`src/design/pesgc_pkg.sv`:
```
// Purpose: shared constants of the event status and general configuration bank
// Assumes: 16-bit management registers at their printed offsets
// Notes:   bit positions are shared by the top and both leaf modules
package pesgc_pkg;
	// ----------------------------------------------------------------
	// bus shape and offsets
	// ----------------------------------------------------------------
	localparam int unsigned   DATA_W           = 16;
	localparam int unsigned   ADDR_W_MIN       = 5;
	localparam logic [4:0]    OFF_EVENT_STATUS = 5'h13;
	localparam logic [4:0]    OFF_GEN_CFG_TWO  = 5'h14;
	// ----------------------------------------------------------------
	// reset values and bit classes
	// ----------------------------------------------------------------
	localparam logic [15:0]   EVENT_RESET      = 16'h0000;
	localparam logic [15:0]   CFG_RESET        = 16'h29c7;
	localparam logic [15:0]   LATCH_MASK       = 16'hfdf3;
	localparam logic [15:0]   LIVE_MASK        = 16'h020c;
	localparam logic [15:0]   ZERO_WORD        = 16'h0000;
	// ----------------------------------------------------------------
	// event status bit positions
	// ----------------------------------------------------------------
	localparam int unsigned   EV_NEG_FAULT     = 15;
	localparam int unsigned   EV_RATE          = 14;
	localparam int unsigned   EV_DUPLEX        = 13;
	localparam int unsigned   EV_PAGE          = 12;
	localparam int unsigned   EV_NEG_DONE      = 11;
	localparam int unsigned   EV_LINK          = 10;
	localparam int unsigned   EV_EEE           = 9;
	localparam int unsigned   EV_BOGUS_CARRIER = 8;
	localparam int unsigned   EV_CONVERTER     = 7;
	localparam int unsigned   EV_PAIR_SWAP     = 6;
	localparam int unsigned   EV_DOWNSHIFT     = 5;
	localparam int unsigned   EV_DOZE          = 4;
	localparam int unsigned   EV_WAKE          = 3;
	localparam int unsigned   EV_MAC_BUFFER    = 2;
	localparam int unsigned   EV_POLARITY      = 1;
	localparam int unsigned   EV_JABBER        = 0;
	// ----------------------------------------------------------------
	// configuration bit positions
	// ----------------------------------------------------------------
	localparam int unsigned   CF_PD_PROBE      = 15;
	localparam int unsigned   CF_TX_ERR_SUPP   = 14;
	localparam int unsigned   CF_IRQ_LOW       = 13;
	localparam int unsigned   CF_SOFT_RESET    = 12;
	localparam int unsigned   CF_RETRY_HI      = 11;
	localparam int unsigned   CF_RETRY_LO      = 10;
	localparam int unsigned   CF_DS_EN         = 9;
	localparam int unsigned   CF_DS_ENERGY     = 8;
	localparam int unsigned   CF_NEG_EN        = 7;
	localparam int unsigned   CF_DS_TEN        = 6;
	localparam int unsigned   CF_CLK_HI        = 5;
	localparam int unsigned   CF_CLK_LO        = 4;
	localparam int unsigned   CF_COL_FD        = 3;
	localparam int unsigned   CF_LEGACY_SCR    = 2;
	localparam int unsigned   CF_MASTER_SEMI   = 1;
	localparam int unsigned   CF_SLAVE_SEMI    = 0;
	// ----------------------------------------------------------------
	// field codes
	// ----------------------------------------------------------------
	localparam logic [1:0]    CLK_SEL_2M5      = 2'h0;
	localparam logic [1:0]    CLK_SEL_25M      = 2'h1;
endpackage : pesgc_pkg

```
`src/design/pesgc_core_if.sv`:
```
// Purpose: carrier between the bank top and its latch and config leaves
// Assumes: all signals on core_clk
// Notes:   top drives requests, leaves return stored state
`timescale 1ns/1ns
interface pesgc_core_if;
	import pesgc_pkg::*;
	logic [DATA_W-1:0] evt;
	logic [DATA_W-1:0] clr;
	logic [DATA_W-1:0] flags;
	logic              cfg_wr;
	logic [DATA_W-1:0] cfg_wdata;
	logic [DATA_W-1:0] cfg_q;
	logic              pd_done;
	logic              soft_rst;
	modport top   (output evt, clr, cfg_wr, cfg_wdata, pd_done,
	               input flags, cfg_q, soft_rst);
	modport latch (input evt, clr, output flags);
	modport cfg   (input cfg_wr, cfg_wdata, pd_done, output cfg_q, soft_rst);
endinterface : pesgc_core_if

```
`src/design/pesgc_bank.sv`:
```
// Purpose: event status and general configuration registers of the phy
// Assumes: core event inputs are on core_clk; interrupt enables come from outside
// Notes:   read data valid one cycle after the read strobe
`timescale 1ns/1ns

module pesgc_bank
	import pesgc_pkg::*;
#(
	parameter int unsigned ADDR_W = 5
) (
	// clock and reset
	input  wire logic              core_clk,
	input  wire logic              rst,
	// register port
	input  wire logic [ADDR_W-1:0] reg_addr,
	input  wire logic [15:0]       reg_wdata,
	input  wire logic              reg_wr,
	input  wire logic              reg_rd,
	output logic      [15:0]       reg_rdata,
	// pulse events from the core
	input  wire logic              neg_fault_evt,
	input  wire logic              page_rx_evt,
	input  wire logic              neg_done_evt,
	input  wire logic              bogus_carrier_evt,
	input  wire logic              converter_fault_evt,
	input  wire logic              downshift_evt,
	input  wire logic              jabber_evt,
	// level states watched for change
	input  wire logic [1:0]        link_speed,
	input  wire logic              full_duplex,
	input  wire logic              link_up,
	input  wire logic              pair_swapped,
	input  wire logic              doze_active,
	input  wire logic              rx_polarity,
	// live indications
	input  wire logic              energy_efficient_fault_flag,
	input  wire logic              wake_packet_flag,
	input  wire logic              mac_buffer_fault_flag,
	// interrupt
	input  wire logic [15:0]       event_int_enable,
	output logic                   irq_pin,
	// powered device probe
	input  wire logic              pd_probe_done,
	output logic                   powered_device_probe_enable,
	// serial mac controls
	output logic                   serial_mac_tx_error_suppress,
	output logic                   serial_mac_soft_reset,
	output logic                   serial_mac_negotiation_enable,
	// downshift controls
	output logic      [3:0]        downshift_retry_limit,
	output logic                   downshift_enable,
	output logic                   downshift_energy_mode,
	output logic                   downshift_to_ten_enable,
	input  wire logic              cd_energy_seen,
	output logic                   downshift_no_cd_energy,
	// gigabit transmit clock choice
	output logic                   gtx_clk_2m5_sel,
	output logic                   gtx_clk_25m_sel,
	output logic                   gtx_clk_off,
	// collision
	input  wire logic              col_raw,
	output logic                   col_out,
	// gigabit pcs options
	output logic                   legacy_scrambler_auto_select,
	output logic                   master_semi_cross_enable,
	output logic                   slave_semi_cross_enable
);
	// ----------------------------------------------------------------
	// elaboration checks
	// ----------------------------------------------------------------
	if (ADDR_W < ADDR_W_MIN) begin : g_bad_addr
		$error("address too narrow for register offsets");
	end

	// ----------------------------------------------------------------
	// decode helpers
	// ----------------------------------------------------------------
	function automatic logic hit(input logic [ADDR_W-1:0] a, input logic [4:0] off);
		hit = (a == ADDR_W'(off));
	endfunction : hit

	// attempt count is a power of two of the field
	function automatic logic [3:0] retry_count(input logic [1:0] code);
		retry_count = 4'(4'h1 << code);
	endfunction : retry_count

	// ----------------------------------------------------------------
	// carrier and leaves
	// ----------------------------------------------------------------
	pesgc_core_if core ();

	pesgc_event_latch u_latch (
		.core_clk (core_clk),
		.rst      (rst),
		.core     (core.latch)
	);

	pesgc_cfg_reg u_cfg (
		.core_clk (core_clk),
		.rst      (rst),
		.core     (core.cfg)
	);

	// ----------------------------------------------------------------
	// access decode
	// ----------------------------------------------------------------
	logic status_rd;
	logic cfg_rd;
	logic cfg_wr;

	always_comb begin
		status_rd = 1'b0;
		cfg_rd    = 1'b0;
		cfg_wr    = 1'b0;
		if (hit(reg_addr, OFF_EVENT_STATUS)) begin
			status_rd = reg_rd;
		end else if (hit(reg_addr, OFF_GEN_CFG_TWO)) begin
			cfg_rd = reg_rd;
			cfg_wr = reg_wr;
		end
	end

	// ----------------------------------------------------------------
	// change detection on level states
	// ----------------------------------------------------------------
	// first sample after reset only arms, so reset release gives no false change
	logic       armed_q;
	logic [1:0] speed_q;
	logic       duplex_q;
	logic       link_q;
	logic       swap_q;
	logic       doze_q;
	logic       pol_q;

	always_ff @(posedge core_clk or posedge rst) begin
		if (rst) begin
			armed_q <= 1'b0;
		end else begin
			armed_q <= 1'b1;
		end
	end

	always_ff @(posedge core_clk or posedge rst) begin
		if (rst) begin
			speed_q  <= 2'h0;
			duplex_q <= 1'b0;
			link_q   <= 1'b0;
			swap_q   <= 1'b0;
			doze_q   <= 1'b0;
			pol_q    <= 1'b0;
		end else begin
			speed_q  <= link_speed;
			duplex_q <= full_duplex;
			link_q   <= link_up;
			swap_q   <= pair_swapped;
			doze_q   <= doze_active;
			pol_q    <= rx_polarity;
		end
	end

	logic rate_chg;
	logic duplex_chg;
	logic link_chg;
	logic swap_chg;
	logic doze_chg;
	logic pol_chg;

	assign rate_chg   = armed_q & (speed_q != link_speed);
	assign duplex_chg = armed_q & (duplex_q != full_duplex);
	assign link_chg   = armed_q & (link_q != link_up);
	assign swap_chg   = armed_q & (swap_q != pair_swapped);
	assign doze_chg   = armed_q & (doze_q != doze_active);
	assign pol_chg    = armed_q & (pol_q != rx_polarity);

	// ----------------------------------------------------------------
	// event vector into the latches
	// ----------------------------------------------------------------
	// no enable term here: masking acts on the interrupt only
	always_comb begin
		core.evt                   = ZERO_WORD;
		core.evt[EV_NEG_FAULT]     = neg_fault_evt;
		core.evt[EV_PAGE]          = page_rx_evt;
		core.evt[EV_NEG_DONE]      = neg_done_evt;
		core.evt[EV_RATE]          = rate_chg;
		core.evt[EV_DUPLEX]        = duplex_chg;
		core.evt[EV_LINK]          = link_chg;
		core.evt[EV_BOGUS_CARRIER] = bogus_carrier_evt;
		core.evt[EV_CONVERTER]     = converter_fault_evt;
		core.evt[EV_PAIR_SWAP]     = swap_chg;
		core.evt[EV_DOWNSHIFT]     = downshift_evt;
		core.evt[EV_DOZE]          = doze_chg;
		core.evt[EV_POLARITY]      = pol_chg;
		core.evt[EV_JABBER]        = jabber_evt;
	end

	// a read clears exactly what it returns
	assign core.clr = status_rd ? core.flags : ZERO_WORD;

	// ----------------------------------------------------------------
	// live bits beside the latched ones
	// ----------------------------------------------------------------
	logic [15:0] live;
	logic [15:0] status_word;

	always_comb begin
		live                = ZERO_WORD;
		live[EV_EEE]        = energy_efficient_fault_flag;
		live[EV_WAKE]       = wake_packet_flag;
		// mac buffer indication is known to be unreliable; software should not trust it
		live[EV_MAC_BUFFER] = mac_buffer_fault_flag;
	end

	assign status_word = (core.flags & LATCH_MASK) | (live & LIVE_MASK);

	// ----------------------------------------------------------------
	// configuration write path
	// ----------------------------------------------------------------
	assign core.cfg_wr    = cfg_wr;
	assign core.cfg_wdata = reg_wdata;
	assign core.pd_done   = pd_probe_done;

	// ----------------------------------------------------------------
	// read data
	// ----------------------------------------------------------------
	logic [15:0] rdata_q;

	// unmapped addresses and idle cycles read zero
	always_ff @(posedge core_clk or posedge rst) begin
		if (rst) begin
			rdata_q <= ZERO_WORD;
		end else if (status_rd) begin
			rdata_q <= status_word;
		end else if (cfg_rd) begin
			rdata_q <= core.cfg_q;
		end else begin
			rdata_q <= ZERO_WORD;
		end
	end

	assign reg_rdata = rdata_q;

	// ----------------------------------------------------------------
	// interrupt pin
	// ----------------------------------------------------------------
	logic irq_active;
	logic irq_q;

	assign irq_active = |(status_word & event_int_enable);

	// idle level follows the reset polarity so the pin is quiet from reset
	always_ff @(posedge core_clk or posedge rst) begin
		if (rst) begin
			irq_q <= CFG_RESET[CF_IRQ_LOW];
		end else begin
			irq_q <= irq_active ^ core.cfg_q[CF_IRQ_LOW];
		end
	end

	assign irq_pin = irq_q;

	// ----------------------------------------------------------------
	// configuration outputs
	// ----------------------------------------------------------------
	logic [3:0] retry_q;
	logic       clk_2m5_q;
	logic       clk_25m_q;
	logic       clk_off_q;
	logic       no_cd_q;

	always_ff @(posedge core_clk or posedge rst) begin
		if (rst) begin
			retry_q <= retry_count(CFG_RESET[CF_RETRY_HI:CF_RETRY_LO]);
		end else begin
			retry_q <= retry_count(core.cfg_q[CF_RETRY_HI:CF_RETRY_LO]);
		end
	end

	always_ff @(posedge core_clk or posedge rst) begin
		if (rst) begin
			clk_2m5_q <= 1'b1;
			clk_25m_q <= 1'b0;
			clk_off_q <= 1'b0;
		end else begin
			clk_2m5_q <= core.cfg_q[CF_CLK_HI:CF_CLK_LO] == CLK_SEL_2M5;
			clk_25m_q <= core.cfg_q[CF_CLK_HI:CF_CLK_LO] == CLK_SEL_25M;
			clk_off_q <= core.cfg_q[CF_CLK_HI];
		end
	end

	// enhanced mode only counts when downshift itself is on
	always_ff @(posedge core_clk or posedge rst) begin
		if (rst) begin
			no_cd_q <= 1'b0;
		end else begin
			no_cd_q <= core.cfg_q[CF_DS_EN] & core.cfg_q[CF_DS_ENERGY] & ~cd_energy_seen;
		end
	end

	assign powered_device_probe_enable   = core.cfg_q[CF_PD_PROBE];
	assign serial_mac_tx_error_suppress  = core.cfg_q[CF_TX_ERR_SUPP];
	assign serial_mac_soft_reset         = core.soft_rst;
	assign serial_mac_negotiation_enable = core.cfg_q[CF_NEG_EN];
	assign downshift_retry_limit         = retry_q;
	assign downshift_enable              = core.cfg_q[CF_DS_EN];
	assign downshift_energy_mode         = core.cfg_q[CF_DS_ENERGY];
	assign downshift_to_ten_enable       = core.cfg_q[CF_DS_TEN];
	assign downshift_no_cd_energy        = no_cd_q;
	assign gtx_clk_2m5_sel               = clk_2m5_q;
	assign gtx_clk_25m_sel               = clk_25m_q;
	assign gtx_clk_off                   = clk_off_q;
	assign legacy_scrambler_auto_select  = core.cfg_q[CF_LEGACY_SCR];
	assign master_semi_cross_enable      = core.cfg_q[CF_MASTER_SEMI];
	assign slave_semi_cross_enable       = core.cfg_q[CF_SLAVE_SEMI];

	// ----------------------------------------------------------------
	// collision gating
	// ----------------------------------------------------------------
	// one cycle of latency traded for a flopped output
	logic col_q;

	always_ff @(posedge core_clk or posedge rst) begin
		if (rst) begin
			col_q <= 1'b0;
		end else begin
			col_q <= col_raw & (~full_duplex | core.cfg_q[CF_COL_FD]);
		end
	end

	assign col_out = col_q;
endmodule : pesgc_bank

```
`src/design/pesgc_event_latch.sv`:
```
// Purpose: latched-high, clear-on-read event flags
// Assumes: clr holds only flags returned by the read in this cycle
// Notes:   non-latched positions stay zero here
`timescale 1ns/1ns
module pesgc_event_latch
	import pesgc_pkg::*;
(
	// clock and reset
	input  wire logic   core_clk,
	input  wire logic   rst,
	// carrier
	pesgc_core_if.latch core
);
	// ----------------------------------------------------------------
	// one latch per event bit set in LATCH_MASK; live positions get none
	// ----------------------------------------------------------------
	for (genvar i = 0; i < DATA_W; i++) begin : g_flag
		if (LATCH_MASK[i]) begin : g_latched
			logic flag_q;
			// set beats clear so a same-cycle event is kept
			always_ff @(posedge core_clk or posedge rst) begin
				if (rst) begin
					flag_q <= EVENT_RESET[i];
				end else begin
					flag_q <= (flag_q & ~core.clr[i]) | core.evt[i];
				end
			end
			assign core.flags[i] = flag_q;
		end else begin : g_live
			assign core.flags[i] = 1'b0;
		end
	end
endmodule : pesgc_event_latch

```
`src/design/pesgc_cfg_reg.sv`:
```
// Purpose: general configuration register with self-clearing controls
// Assumes: pd_done is a one-cycle pulse from the detection engine
// Notes:   a write in the same cycle as pd_done wins
`timescale 1ns/1ns
module pesgc_cfg_reg
	import pesgc_pkg::*;
(
	// clock and reset
	input  wire logic core_clk,
	input  wire logic rst,
	// carrier
	pesgc_core_if.cfg core
);
	// ----------------------------------------------------------------
	// storage
	// ----------------------------------------------------------------
	logic [DATA_W-1:0] cfg_q;
	logic [DATA_W-1:0] cfg_d;
	logic              soft_q;

	always_comb begin
		cfg_d = cfg_q;
		if (core.pd_done) begin
			cfg_d[CF_PD_PROBE] = 1'b0;
		end
		if (core.cfg_wr) begin
			cfg_d = core.cfg_wdata;
		end
		cfg_d[CF_SOFT_RESET] = 1'b0;
	end

	always_ff @(posedge core_clk or posedge rst) begin
		if (rst) begin
			cfg_q <= CFG_RESET;
		end else begin
			cfg_q <= cfg_d;
		end
	end

	// single pulse per write of one
	always_ff @(posedge core_clk or posedge rst) begin
		if (rst) begin
			soft_q <= 1'b0;
		end else begin
			soft_q <= core.cfg_wr & core.cfg_wdata[CF_SOFT_RESET];
		end
	end

	assign core.cfg_q    = cfg_q;
	assign core.soft_rst = soft_q;
endmodule : pesgc_cfg_reg

```
`config.mk`:
```
export PLATFORM = sky130hd
export DESIGN_NAME = pesgc_bank
export DESIGN_NICKNAME = d
export VERILOG_FILES = /design/src/design/pesgc_pkg.sv /design/src/design/pesgc_core_if.sv /design/src/design/pesgc_bank.sv /design/src/design/pesgc_event_latch.sv /design/src/design/pesgc_cfg_reg.sv
export SDC_FILE = /design/constraint.sdc
export NUM_CORES = 1
export LEC_CHECK = 0
export BUFFER_PORTS_ARGS = -buffer_cell sky130_fd_sc_hd__buf_2
export CAP_MARGIN = 30
export CORE_UTILIZATION = 30
export DETAILED_ROUTE_END_ITERATION = 10
export HOLD_SLACK_MARGIN = 0.15
export SYNTH_ARGS = -nofsm -noshare
export SYNTH_HDL_FRONTEND = slang
export SYNTH_SLANG_ARGS = --single-unit
```
`constraint.sdc`:
```
create_clock -name core_clk -period 2 [get_ports core_clk]
set_input_delay 0.2 -clock core_clk [delete_from_list [all_inputs] [get_ports core_clk]]
set_output_delay 0.2 -clock core_clk [all_outputs]
set_load 0.02 [all_outputs]
```
# Yosys cells after proc, flatten, opt, wreduce, memory -nomap -nowiden
# Index checks and enable logic that the tools add are counted.
# totals
reg_bits	63
inputBits	61
output_inout_bits	36
word_cells	109
# classes
n_eq_ne	9
n_shift	1
mux	10
bitwise_logic	55
reduce_logical	3
# ops
op	n
two-way mux 16 bit	4
bitwise AND 1 bit	23
bitwise AND 16 bit	1
bitwise OR 16 x 10 -> 16 bit	1
OR reduction 16 bit	1
NOT 1 bit	15
bitwise OR 1 bit	14
equality test 5 bit (second input constant)	2
two-way mux 1 bit	6
!= test 1 bit	5
<< shifter 1 x 2 -> 4 bit (first input constant)	1
equality test 2 x 1 -> 1 bit (second input constant)	1
logical NOT 2 bit	1
!= test 2 bit	1
nonzero test 2 bit	1
XOR 1 bit	1

# Logic depth before layout (Yosys ltp)
# logic_depth
depth_word	6
depth_mapped	6
depth_no_buf	4

# By module
# From an unflattened synthesis, not the netlist that was laid out.
# hier_totals
hier_cells	206
area_unflattened_um2	2682.6
# by_module_without_submodules
module	instances	cells_per_inst	area_per_inst_um2	seq_area_each_um2
pesgc_bank	1	111	1421.4	854.6
pesgc_cfg_reg	1	38	661.9	410.4
pesgc_event_latch	1	57	599.3	325.3

# Worst setup path before layout
# No wires, ideal clock.
# synth_path
kind	input port to flip-flop
startpoint	in reg_addr[1]
endpoint	reg u_cfg.cfg_q[14] (netlist: u_cfg.core.cfg_q[14])
setup_ps	125
arrival_ps	1189
t_required_ps	1875
path_slack_ps	686
cell_stages	5
n_path_buf	2
path_cell_list	nor4b_2 > and3_1 > buf_6 > buf_12 > mux2_4
# synth_via
elab_chain_cells	3
word_cells_on_any_way	4
classes_between	2 x eq/ne; 2 x mux
# synth_lines
element	line	rtl
from (decl)	pesgc_bank.sv:15	input wire logic [ADDR_W-1:0] reg_addr,
equality test 5 bit	pesgc_bank.sv:79	hit = (a == ADDR_W'(off));
two-way mux 1 bit	pesgc_bank.sv:117	end else if (hit(reg_addr, OFF_GEN_CFG_TWO)) begin
two-way mux 1 bit *	pesgc_bank.sv:115	if (hit(reg_addr, OFF_EVENT_STATUS)) begin
to (signal assigned)	pesgc_cfg_reg.sv:36	cfg_q <= cfg_d;
to (decl)	pesgc_cfg_reg.sv:17	logic [DATA_W-1:0] cfg_q;
# Mark *: on every way between the ends. The rest lies on a longest branch, timed or not.
# A chain may end at the register's enable or synchronous reset.

# Worst setup path after layout
# layout_path
startpoint	in reg_addr[1]
endpoint	reg u_cfg.cfg_q[15] (netlist: u_cfg.core.cfg_q[15])
# layout_via
elab_chain_cells	4
word_cells_on_any_way	6
classes_between	2 x eq/ne; 3 x mux; 1 x reduce/logical
# layout_lines
element	line
equality test 5 bit	pesgc_bank.sv:79
two-way mux 1 bit	pesgc_bank.sv:117
two-way mux 1 bit *	pesgc_bank.sv:115
two-way mux 16 bit / nonzero test 2 bit (equally long branches)	n/a
# Marked as above.

==> results.md <==
* Status: complete, no violations
* Synth unique cells at 31
* CP Class: in2reg
* Total Routed Length at about 5.6 mm
* DIE AREA at around 8200 sq um
* Routed Antenna Nets at 0
* Fmax at 0.6483 GHz
* Drt initial violations at 31
* Die height at 90.55 um
* Primary FF master, synth: dfrtp_1
* Fin. max-slew vios at 0
* Gr usage total at between 10 and 15%
* CP max FO at 18
* P&R area growth vs syn at 50.05%
* Placeable Area at 7408 sq um
* Post-DP HPWL at 3.728 mm
* Final net count at 356
* Multi-input logic area at 690.7 sq um
* DP Area at just under 3000 sq um
* DRC violations left at 0
* Cell Pwr Density at 901.8 nW/um^2
* Vias per cell at ~4.4
* Tmin final at 1.542 ns
* Routed WL per cell at 13.98 um
* FF-to-FF setup slack at 0.66 ns
* Synthesized flop and latch total at 63
* Largest net degree at the start of global routing at 51
* Vias in the first global route at ~1800
* CTS tree: built
* Syn Inst Count at roughly 160
* Period Utilization, post-route at 77.12%
* First-pass GRT wire length at 9.045 mm
* Setup violations, final at 0
* Skew-Pair Late Insertion Delay at ~0.34 ns
* H-Tree Depth at 3
* Nature of the critical path endpoint: register
* Non-filler cells, final at between 300 and 400
* RSZ-0062 raised after global routing: false
* Sequential area share after synthesis at 67.61%
* Syn nets at 216
* Grt ovf at 0
* Number of antenna diodes at 0
* Register area at 1590 sq um
* Clk_skew at 0.007326 ns
* Avg Cell Area, Syn at 15.18 sq um
* GP Congestion at 0.7693
* Maximum VDD drop at 415.9 uV
* Port Buf Inserts at 96
* Synth Cell Area at 2352 sq um
* Std cell rows at 31
* Starting Density at 31.75%
* Leakage at 1.715 nW
* Critical path arrival at 1.77 ns
* Worst min-delay path category: in2reg
* Max Cap Viol at 0
* Setup Fix Bufs, Post-CTS at 0
* Setup Total Neg Slack at 0 ns
* Clock Path Buffers at 2
* Number of clock sinks at 63
* Placed Cells at between 300 and 400
* WP data required at 2.23 ns
* Clk pin slew, worst setup/hold paths at 0.07 ns
* Detailed Routing Iterations Pass 1 at 4
* Die X at 90.55 um
* Number of flops mapped to enable cells by yosys at 0
* Critical path startpoint category: input pin
* Initial antenna violation count at 0
* Post-synthesis async set-or-reset flop share at 100.0%
* CTS Buf Count at 9
* Io pins at 97
* Post-layout instance area at ~3500 sq um
* Layout fillers at 672
* Fin. Hold Viols at 0
* Share of cells above drive strength 1 at 48.00%
* Vias at 1736
* Clock root buffer: clkbuf_8
* Yosys warns at 0
[where the power goes]
| group | internal (mW) | switching, mW | total, mW |
|---|---|---|---|
| Clock | 0.767 | 0.484 | 1.25 |
| Sequential | 1.42 | 0.0720 | 1.49 |
| Combinational | 0.226 | 0.216 | 0.442 |
[critical path, stage by stage]
cell,delay (ns)
buf_2,0.11
nor4b_2,0.27
and3_1,0.18
buf_4,0.29
o21ai_0,0.14
dlygate4sd3_1,0.57
[worst paths after layout]
kind	from	end	depth (start not counted)
max	reg_addr[1]	u_cfg.core.cfg_q[15]$_DFFE_PP0P_	6
min	event_int_enable[10]	irq_pin$_DFF_PP1_	4
max reg2reg	u_latch.g_flag[4].g_latched.flag_q$_DFF_PP0_	irq_pin$_DFF_PP1_	4
min reg2reg	u_cfg.core.cfg_q[4]$_DFFE_PP0P_	gtx_clk_2m5_sel$_DFF_PP1_	1
max in group asynchronous	rst	downshift_retry_limit[2]$_DFF_PP1_	4
min in group asynchronous	rst	u_cfg.core.soft_rst$_DFF_PP0_	3
[registers in the layout, indices dropped and copies added (netlist names), 2 cells and up]
signal / flops
downshift_retry_limit: 4
reg_rdata: 16
speed_q: 2
u_cfg.core.cfg_q: 15
u_latch.g_flag.g_latched.flag_q: 13
[layout make-up]
type                       instances  area share [%]
tap                               99           3.509
sequential                        63           45.06
inverter                           2          0.2127
timing repair buffer             136           25.10
clock buffer                      11           4.289
multi-input combinational         83           19.57
clock inverter                     5           2.269
[cells by family after synthesis]
kind of cell              after synthesis  share of synthesized area [%]
AOI/OAI and AO/OA                      39                          13.78
xor gates and xnor gates                8                          2.979
buffers and inverters                   9                          3.032
DFF                                    63                          67.61
muxes                                  13                          7.021
other                                   1                         0.1594
and+or+nand+nor                        22                          5.425
[cell usage after synthesis (all sizes together) (3+ instances only)]
| master | number | area (sq um) |
|---|---|---|
| mux2 | 13 | 165.2 |
| nor2b | 3 | 18.77 |
| dfstp | 11 | 289.0 |
| dfrtp | 52 | 1301 |
| buf | 5 | 55.05 |
| and2 | 3 | 20.02 |
| a21o | 7 | 52.55 |
| and3 | 3 | 21.27 |
| nor2 | 3 | 11.26 |
| a22o | 25 | 219.0 |
| nand2 | 5 | 18.77 |
| a221oi | 4 | 35.03 |
| xor2 | 6 | 52.55 |
[metal layers]
layer | GRT usage (%) | wire, um
met1 | 18.55 | 2536
met2 | 23.04 | 2620
met3 | 5.892 | 345
met4 | 4.032 | 76
met5 | 0 | 0
[metrics by stage]
step / hold slack, ns / util (%) / power, mW / setup slack, ns
after global placement: 0.1679 / 39.52 / 1.901 / 0.4589
final: 0.1739 / 47.64 / 3.183 / 0.4576
after CTS: 0.1576 / 47.64 / 3.226 / 0.4612
after floorplan: 0.2314 / - / 1.732 / 0.2485
after detailed placement: 0.1717 / 39.52 / 1.909 / 0.4193
after global routing: 0.2055 / 47.64 / 3.339 / 0.3810
[timing repair]
item,4_1_cts,5_1_grt
gates resized for setup,0,0
hold endpoints to repair,48,0
hold buffers,37,0
[placed cells by master (no fill, tap or decap), types with 2 or more instances in the layout]
master         instances
o21ai_0                2
dfrtp_1               52
buf_2                 96
xnor2_1                2
clkinvlp_4             2
a21o_1                 7
dlygate4sd3_1         37
buf_4                  2
xor2_1                 6
and2_1                 2
and3_2                 2
a22o_1                25
nand2_1                5
a221oi_1               4
nor2b_1                3
bufinv_16              2
nor2_1                 3
mux2_2                 8
mux2_4                 5
clkbuf_8              11
dfstp_2               11
Power figures use the tool's default switching activity.
